==> src/hdl/bsidc_defs.vh <==
// constants for the borrow-subtract / inc / dec / clear datapath slice
// assumes inclusion by bare name from the design files
`ifndef BSIDC_DEFS_VH
`define BSIDC_DEFS_VH
// operation codes from the decoder
`define BSIDC_OP_NONE 3'h0
`define BSIDC_OP_SUBC_MA 3'h1
`define BSIDC_OP_SUBC_A 3'h2
`define BSIDC_OP_SUBC_M 3'h3
`define BSIDC_OP_INC_M 3'h4
`define BSIDC_OP_DEC_M 3'h5
`define BSIDC_OP_CLR_M 3'h6
// widths, reset value and byte constants
`define BSIDC_W 8
`define BSIDC_OP_W 3
`define BSIDC_RST_BYTE 8'h00
`define BSIDC_ONE 8'h01
`define BSIDC_ZERO 8'h00
`endif

==> src/hdl/bsidc_addsub.v <==
// 8-bit adder/subtractor with carry, half-carry and overflow outputs
// assumes a purely combinational use inside the datapath slice
`timescale 1ns/1ps
`default_nettype none
module bsidc_addsub (
	input wire [7:0] i_a,
	input wire [7:0] i_b,
	input wire i_cin,
	input wire i_sub,
	output wire [7:0] o_sum,
	output wire o_carry,
	output wire o_half,
	output wire o_ovf
);
	// ----------------------------------------
	// subtract as a + ~b + ~borrow
	// ----------------------------------------
	wire [7:0] b_eff;
	wire c0;
	wire [4:0] lo;
	wire [8:0] full;
	assign b_eff = i_sub ? ~i_b : i_b;
	assign c0 = i_sub ? ~i_cin : i_cin;
	assign lo = {1'b0, i_a[3:0]} + {1'b0, b_eff[3:0]} + {4'h0, c0};
	assign full = {1'b0, i_a} + {1'b0, b_eff} + {8'h00, c0};
	assign o_sum = full[7:0];
	assign o_carry = i_sub ? ~full[8] : full[8];
	assign o_half = i_sub ? ~lo[4] : lo[4];
	assign o_ovf = (i_a[7] == b_eff[7]) && (full[7] != i_a[7]);
endmodule
`default_nettype wire

==> src/hdl/bsidc_core.v <==
// borrow-subtract, increment, decrement and clear datapath slice
// assumes one operation per cycle with memory data valid in that cycle
// Notes on behaviour
// - memory minus working register minus borrow, back to memory, four flags
// - working register minus borrow, back to working register, four flags
// - memory minus borrow, back to memory, four flags
// - memory plus one, back to memory, zero carry half overflow
// - memory minus one, back to memory, zero borrow half overflow
// - clear writes zero to the addressed memory byte
`timescale 1ns/1ps
`default_nettype none
`include "bsidc_defs.vh"
module bsidc_core (
	input wire i_sys_clk,
	input wire i_rst,
	input wire i_ce,
	input wire i_op_valid,
	input wire [2:0] i_op,
	input wire [7:0] i_mem_rdata,
	input wire [7:0] i_wreg_load,
	input wire i_wreg_load_en,
	output reg [7:0] o_mem_wdata,
	output wire o_mem_we,
	output wire [7:0] o_working_register,
	output wire o_zero_flag,
	output wire o_carry_flag,
	output wire o_half_borrow_flag,
	output wire o_signed_range_flag
);
	// ----------------------------------------
	// state registers
	// ----------------------------------------
	reg [7:0] wreg_r;
	reg [7:0] wreg_nxt;
	reg zf_r;
	reg zf_nxt;
	reg cf_r;
	reg cf_nxt;
	reg hf_r;
	reg hf_nxt;
	reg of_r;
	reg of_nxt;
	reg we_r;
	reg we_nxt;
	reg [7:0] wdata_nxt;
	// ----------------------------------------
	// datapath nets
	// ----------------------------------------
	reg [7:0] opa;
	reg [7:0] opb;
	reg cin;
	reg sub;
	wire [7:0] sum;
	wire co;
	wire ho;
	wire vo;
	wire sum_zero;
	// ----------------------------------------
	// decoded strobes
	// ----------------------------------------
	wire fire;
	reg dst_mem;
	reg dst_wreg;
	reg upd_flags;
	reg do_clear;
	assign fire = i_ce & i_op_valid;
	// ----------------------------------------
	// operation decode
	// ----------------------------------------
	always @* begin
		dst_mem = 1'b0;
		dst_wreg = 1'b0;
		upd_flags = 1'b0;
		do_clear = 1'b0;
		case (i_op)
			`BSIDC_OP_SUBC_MA: begin
				dst_mem = 1'b1;
				upd_flags = 1'b1;
			end
			`BSIDC_OP_SUBC_A: begin
				dst_wreg = 1'b1;
				upd_flags = 1'b1;
			end
			`BSIDC_OP_SUBC_M: begin
				dst_mem = 1'b1;
				upd_flags = 1'b1;
			end
			`BSIDC_OP_INC_M: begin
				dst_mem = 1'b1;
				upd_flags = 1'b1;
			end
			`BSIDC_OP_DEC_M: begin
				dst_mem = 1'b1;
				upd_flags = 1'b1;
			end
			`BSIDC_OP_CLR_M: begin
				dst_mem = 1'b1;
				do_clear = 1'b1;
			end
			default: begin
				dst_mem = 1'b0;
			end
		endcase
	end
	// ----------------------------------------
	// operand select
	// ----------------------------------------
	always @* begin
		opa = i_mem_rdata;
		opb = `BSIDC_ZERO;
		cin = cf_r;
		sub = 1'b1;
		case (i_op)
			`BSIDC_OP_SUBC_MA: begin
				opb = wreg_r;
			end
			`BSIDC_OP_SUBC_A: begin
				opa = wreg_r;
			end
			`BSIDC_OP_SUBC_M: begin
				opb = `BSIDC_ZERO;
			end
			`BSIDC_OP_INC_M: begin
				opb = `BSIDC_ONE;
				cin = 1'b0;
				sub = 1'b0;
			end
			`BSIDC_OP_DEC_M: begin
				opb = `BSIDC_ONE;
				cin = 1'b0;
			end
			default: begin
				opb = `BSIDC_ZERO;
			end
		endcase
	end
	bsidc_addsub u_alu (
		.i_a(opa),
		.i_b(opb),
		.i_cin(cin),
		.i_sub(sub),
		.o_sum(sum),
		.o_carry(co),
		.o_half(ho),
		.o_ovf(vo)
	);
	assign sum_zero = (sum == `BSIDC_ZERO);
	// ----------------------------------------
	// working register next value
	// ----------------------------------------
	always @* begin
		wreg_nxt = wreg_r;
		if (i_wreg_load_en) begin
			wreg_nxt = i_wreg_load;
		end
		if (fire && dst_wreg) begin
			wreg_nxt = sum;
		end
	end
	// ----------------------------------------
	// status flags next value
	// ----------------------------------------
	always @* begin
		zf_nxt = zf_r;
		cf_nxt = cf_r;
		hf_nxt = hf_r;
		of_nxt = of_r;
		if (fire && upd_flags) begin
			zf_nxt = sum_zero;
			cf_nxt = co;
			hf_nxt = ho;
			of_nxt = vo;
		end
	end
	// ----------------------------------------
	// memory write port next value
	// ----------------------------------------
	always @* begin
		we_nxt = fire & dst_mem;
		wdata_nxt = o_mem_wdata;
		if (fire && dst_mem) begin
			wdata_nxt = do_clear ? `BSIDC_ZERO : sum;
		end
	end
	// ----------------------------------------
	// working register flip-flops
	// ----------------------------------------
	always @(posedge i_sys_clk or posedge i_rst) begin
		if (i_rst) begin
			wreg_r <= `BSIDC_RST_BYTE;
		end else if (i_ce) begin
			wreg_r <= wreg_nxt;
		end
	end
	// ----------------------------------------
	// flag flip-flops
	// ----------------------------------------
	always @(posedge i_sys_clk or posedge i_rst) begin
		if (i_rst) begin
			zf_r <= 1'b0;
			cf_r <= 1'b0;
			hf_r <= 1'b0;
			of_r <= 1'b0;
		end else if (i_ce) begin
			zf_r <= zf_nxt;
			cf_r <= cf_nxt;
			hf_r <= hf_nxt;
			of_r <= of_nxt;
		end
	end
	// ----------------------------------------
	// write port flip-flops
	// ----------------------------------------
	always @(posedge i_sys_clk or posedge i_rst) begin
		if (i_rst) begin
			we_r <= 1'b0;
			o_mem_wdata <= `BSIDC_RST_BYTE;
		end else if (i_ce) begin
			we_r <= we_nxt;
			o_mem_wdata <= wdata_nxt;
		end
	end
	// ----------------------------------------
	// outputs
	// ----------------------------------------
	assign o_mem_we = we_r & i_ce;
	assign o_working_register = wreg_r;
	assign o_zero_flag = zf_r;
	assign o_carry_flag = cf_r;
	assign o_half_borrow_flag = hf_r;
	assign o_signed_range_flag = of_r;
endmodule
`default_nettype wire

==> config.mk <==
export PLATFORM = sky130hd
export DESIGN_NAME = bsidc_core
export DESIGN_NICKNAME = d
export VERILOG_FILES = /design/src/hdl/bsidc_addsub.v /design/src/hdl/bsidc_core.v
export VERILOG_INCLUDE_DIRS = /design/src /design/src/hdl
export SDC_FILE = /design/constraint.sdc
export NUM_CORES = 1
export LEC_CHECK = 0
export BUFFER_PORTS_ARGS = -buffer_cell sky130_fd_sc_hd__buf_2
export CORE_ASPECT_RATIO = 0.7
export CORE_UTILIZATION = 55
export DETAILED_ROUTE_END_ITERATION = 10
export PLACE_DENSITY = 0.88
export RECOVER_POWER = 25
export SLEW_MARGIN = 20
export SYNTH_ARGS = -nofsm -noshare
export SYNTH_HDL_FRONTEND = slang
export SYNTH_SLANG_ARGS = --single-unit
==> constraint.sdc <==
create_clock -name i_sys_clk -period 5.1 [get_ports i_sys_clk]
set_input_delay 0.255 -clock i_sys_clk [delete_from_list [all_inputs] [get_ports i_sys_clk]]
set_output_delay 0.255 -clock i_sys_clk [all_outputs]
set_load 0.02 [all_outputs]
* Word level (Yosys, flattened, before mapping)
Cells that the tools add are included.
** Storage, ports and cells
- Input port bits :: 24
- Bits in registers :: 21
- Logic and storage cells :: 52
** Operators by class
- Reductions and logical operators :: 12
- Eq/ne operators :: 8
- Add/sub/neg operators :: 4
- Bitwise operators :: 7
- Multiplexer cells :: 14
** Operator list (count)
- $mux W8 :: 5
- $pmux W8 S2 :: 1
- $reduce_or A5 Y1 :: 2
- $add A8 B8 Y9 :: 1
- $add A9 B1 Y9 :: 1
- $eq A3 B3 Y1 const B :: 3
- $logic_not A8 Y1 :: 1
- $mux W1 :: 8
- $not A8 Y8 :: 1
- $eq A3 B2 Y1 const B :: 2
- $reduce_and A2 Y1 :: 3
- $add A4 B4 Y5 :: 1
- $add A5 B1 Y5 :: 1
- $logic_and A1 B1 Y1 :: 4
- $and A1 B1 Y1 :: 3
- $eq A3 B1 Y1 const B :: 1
- $not A1 Y1 :: 3
- $reduce_bool A2 Y1 :: 1
- $reduce_or A2 Y1 :: 1
- $eq A1 B1 Y1 :: 1
- $ne A1 B1 Y1 :: 1

* Longest topological paths before layout
- Depth in word-level cells :: 9
- Depth in mapped cells :: 11
- Depth with buffers taken out :: 10

* Modules after synthesis
A second synthesis with hierarchy kept.
** Second synthesis, totals
- Cells, all modules :: 159
- Area total of the unflattened synthesis :: 1574.0 µm²
** Modules (own cells, without submodules)
- bsidc_core :: area an instance 1149.9 µm², cells each 109, times used 1
- bsidc_addsub :: area an instance 424.2 µm², cells each 50, times used 1

* Least setup slack after synthesis
Ideal clock, no wire load.
- Path type :: input to register
- Start :: input port i_op[2]
- End :: register zf_r, in the netlist o_zero_flag
- Stages on the path :: 10
- Data required time :: 5034 ps
- Arrival time :: 2524 ps
- Library setup time :: 66 ps
- Path slack :: 2510 ps
- Cell sequence :: buf_4 > nor3b_4 > mux2i_1 > fa_1 > fa_1 > nor2b_1 > o21a_1 > o21ai_0 > a211oi_1 > a41o_1
** On the way
- Word-level cells in the longest chain between the ends :: 8
- Elaborated cells on any way between the ends :: 20
- Those cells by class :: add/sub: 2; eq/ne: 5; mux: 6; bitwise: 2; reduce/logical: 5
** RTL lines
- from (decl) :: RTL line bsidc_core.v:18 : input wire [2:0] i_op,
- $eq A3 B3 Y1 :: RTL line bsidc_core.v:75, bsidc_core.v:113
- $reduce_or A2 Y1 (no line)
- $pmux W8 S2 :: RTL line bsidc_core.v:113 : case (i_op)
- $not A8 Y8 :: RTL line bsidc_addsub.v:22 : assign b_eff = i_sub ? ~i_b : i_b;
- $mux W8 :: RTL line bsidc_addsub.v:22
- $add A8 B8 Y9 :: RTL line bsidc_addsub.v:25 : assign full = {1'b0, i_a} + {1'b0, b_eff} + {8'h00, c0};
- $add A9 B1 Y9 :: RTL line bsidc_addsub.v:25
- $logic_not A8 Y1 (no line)
- to (signal assigned) :: RTL line bsidc_core.v:205 : zf_r <= zf_nxt;
- to (decl) :: RTL line bsidc_core.v:35 : reg zf_r;
Parallel ways exist; a longest one is shown, timed or not.
A chain may end at the register's enable or synchronous reset.

* Worst setup path in the final report
- Start :: input port i_op[1]
- End :: register zf_r, in the netlist o_zero_flag
The elaborated chain is that of the path after synthesis.

==> results.yml <==
routing:
  drt_first_iter_violations: 111
  drcViolationCount: 0
  ant_nets: 0
  wl_per_cell_um: 16.8
  drtPass1Iterations: 4
  drt-total-wl_um: 4070
  num_vias: 1515
  via_per_inst: 6.26
place:
  place_congestion: 0.906
  placed_area_sq_um: 1740
  portBuffers: 44
  place_inst: 238
  dp_hpwl_um: 3010
pwr:
  p_switching_mw: 0.241
  power_frac_comb: 0.424
  powerDensity_nw_per_um2: 330
  clockPowerShare: 0.195
  leakagePower_nw: 0.904
  seqPwrFrac: 0.381
  internal-power_mw: 0.350
  p_total_mw: 0.591
  sw_frac_of_total: 0.407
  vdd_drop_max_mv: 0.231
global_route:
  gr-total-overflow: 0
  grt_pass1_wl_um: 6560
  grt_usage: 0.297
  grt_pass1_vias: 1404
  grt_max_degree: 22
  antenna_found_initial: 0
timing:
  hold_viol_final: 0
  tightest_slew_ns: 0.821
  fin_crit_sh: 0.554
  fin_setup_tns_ns: 0
  hold_ws_ns: 0.131
  setup_violations: 0
  finalMaxSlewViolations: 0
  fmax_mhz: 354
  slew-limit-headroom: 0.452
  rsz0062_at_grt: "false"
  fin_skew_ns: 0.00786
  finalCriticalPeriod_ns: 2.83
yosys:
  yosysUniqueCellTypes: 41
  synth_top_cell_by_area: "dfrtp_1"
  syn_area_sq_um: 1520
  postSynthAreaPerCell_sq_um: 9.11
  ys_ff_latch: 21
  yosysSeqAreaShare: 0.345
  yosysWarnings: 0
  synth_top_area_frac: 0.345
  synth_nets: 200
  synth_edf_count: 0
  synthArstFlopShare: 1.00
  synth_ff_type: "dfrtp_1"
  synth.area.top_cells: "dfrtp_1, mux2_2, ha_1"
  postSynthCellCount: 167
cts:
  cts_buffer_depth: 2
  htreeDepth: 1
  cts.sinks: 21
  cts_buffers: 3
  holdBufCountCts: 0
  clockRootBuffer: "clkbuf_8"
  postCtsSetupBuffers: 0
  post_cts_resized: 0
  clkLatencyLatePin_ns: 0.27
  cts_tree: "built"
  clk_pin_slew_worst_paths_ns: 0.09
layout:
  fill_cells: 208
  finalNonFillerCells: 242
  antennaDiodeCount: 0
  nets: 242
  final_area_sq_um: 1790
  syn_to_final_growth_pct: 17.5
  drive_gt1_frac: 0.288
floorplan:
  num_io_pins: 45
  die_h_um: 46.0
  row_count: 15
  die_area_sq_um: 2980
  start_util: 0.600
  fp.coreArea_sq_um: 2530
  fp.dieW_um: 64.9
worst_hold_path:
  min_path_type: "input pin to asynchronous set/reset pin"
run_status:
  outcome: "complete, no violations"
critical_path:
  arrival_ns: 3.04
  path_max_fanout: 16
  crit_type: "input pin to register"
  endpoint_kind: "register"
  worstPathRequired_ns: 5.32
  cp-start-kind: "input pin"
job:
  drv_cap: 0
-- sequential cells by signal, indices dropped and copies added, names as in the netlist --
register	cells
we_r	1
o_half_borrow_flag	1
o_zero_flag	1
o_signed_range_flag	1
o_working_register	8
o_mem_wdata	8
o_carry_flag	1
-- area by class of cell --
class | instances | area, sq um | share of cell area
clock inverter | 1 | 5.00 | 0.00280
timing repair buffer | 44 | 220 | 0.123
inverter | 7 | 26.3 | 0.0147
tap | 34 | 42.5 | 0.0238
multi-input combinational | 132 | 927 | 0.519
clock buffer | 3 | 41.3 | 0.0231
sequential | 21 | 526 | 0.294
-- power groups by stage --
stage                     clock network [mW]  logic (mW)  registers (mW)
after floorplan                            0       0.121           0.269
after global placement                     0       0.236           0.227
after detailed placement                   0       0.243           0.229
after CTS                              0.115       0.246           0.225
after global routing                   0.122       0.271           0.231
final                                  0.115       0.250           0.225
-- cells in the mapped netlist, drive strengths merged, types with 2 or more instances --
library cell,count
a211oi,9
a21o,10
a21oi,12
and2,2
and3,7
buf,3
clkbuf,4
dfrtp,21
fa,2
ha,7
inv,7
mux2,8
mux2i,3
nand2,21
nand2b,2
nand3,2
nand4,2
nor2,5
nor2b,3
nor3b,2
o211ai,2
o21ai,13
or3,2
xor2,5
-- stage by stage --
stage	utilization	worst slack (ns)
detailed placement	0.687	2.09
global placement	0.687	2.18
finish	0.706	2.27
global route	0.706	2.07
CTS	0.706	2.34
floorplan	-	2.51
-- worst max-delay path: stages --
cell and delay, ns:
buf_2 0.25, nor3b_4 0.52, mux2i_1 0.19, fa_1 0.48
fa_1 0.41, nor2b_1 0.19, o21a_1 0.18, o21ai_0 0.11
a211oi_1 0.25, a41o_1 0.20
-- path summary, 6_finish.rpt --
path / end / cells after the start / start / slack (ns)
min in group i_sys_clk: o_working_register[3]$_DFFE_PP0P_ / 3 / i_wreg_load[3] / 0.28
setup reg to reg: o_zero_flag$_DFFE_PP0P_ / 9 / o_working_register[0]$_DFFE_PP0P_ / 2.69
hold / removal: o_zero_flag$_DFFE_PP0P_ / 2 / i_rst / 0.13
max in group asynchronous: o_working_register[0]$_DFFE_PP0P_ / 2 / i_rst / 4.46
hold reg to reg: o_mem_wdata[4]$_DFFE_PP0P_ / 2 / o_mem_wdata[4]$_DFFE_PP0P_ / 0.48
setup / recovery: o_zero_flag$_DFFE_PP0P_ / 10 / i_op[1] / 2.27
-- cells in the final DEF, fill, tap and decap left out, drive strengths merged, types with 2 or more instances in the layout --
master | netlist | layout
buf | 3 | 44
nand2 | 21 | 21
dfrtp | 21 | 21
o21ai | 13 | 13
a21oi | 12 | 12
a21o | 10 | 10
a211oi | 9 | 9
mux2 | 8 | 8
and3 | 7 | 7
inv | 7 | 7
ha | 7 | 7
xor2 | 5 | 5
nor2 | 5 | 5
mux2i | 3 | 3
nor2b | 3 | 3
clkbuf | 4 | 3
o211ai | 2 | 2
nand4 | 2 | 2
or3 | 2 | 2
nand2b | 2 | 2
nand3 | 2 | 2
and2 | 2 | 2
fa | 2 | 2
nor3b | 2 | 2
-- kinds of logic after synthesis --
group,after synthesis,synth area share
AO/OA/AOI/OAI,55,0.238
AND/OR/NAND/NOR,51,0.174
flip-flops,21,0.345
buffers and inverters,14,0.0452
multiplexers,11,0.0790
adder cells (fa/ha/maj),9,0.0839
XOR/XNOR,6,0.0345
-- routing by layer --
metal	global-route usage	up-vias	wire length, um
met5	0	-	0
met4	0.0844	0	78
met3	0.0550	15	383
met2	0.500	94	1870
met1	0.394	718	1730
li1	-	688	-
Power figures use the tool's default switching activity.
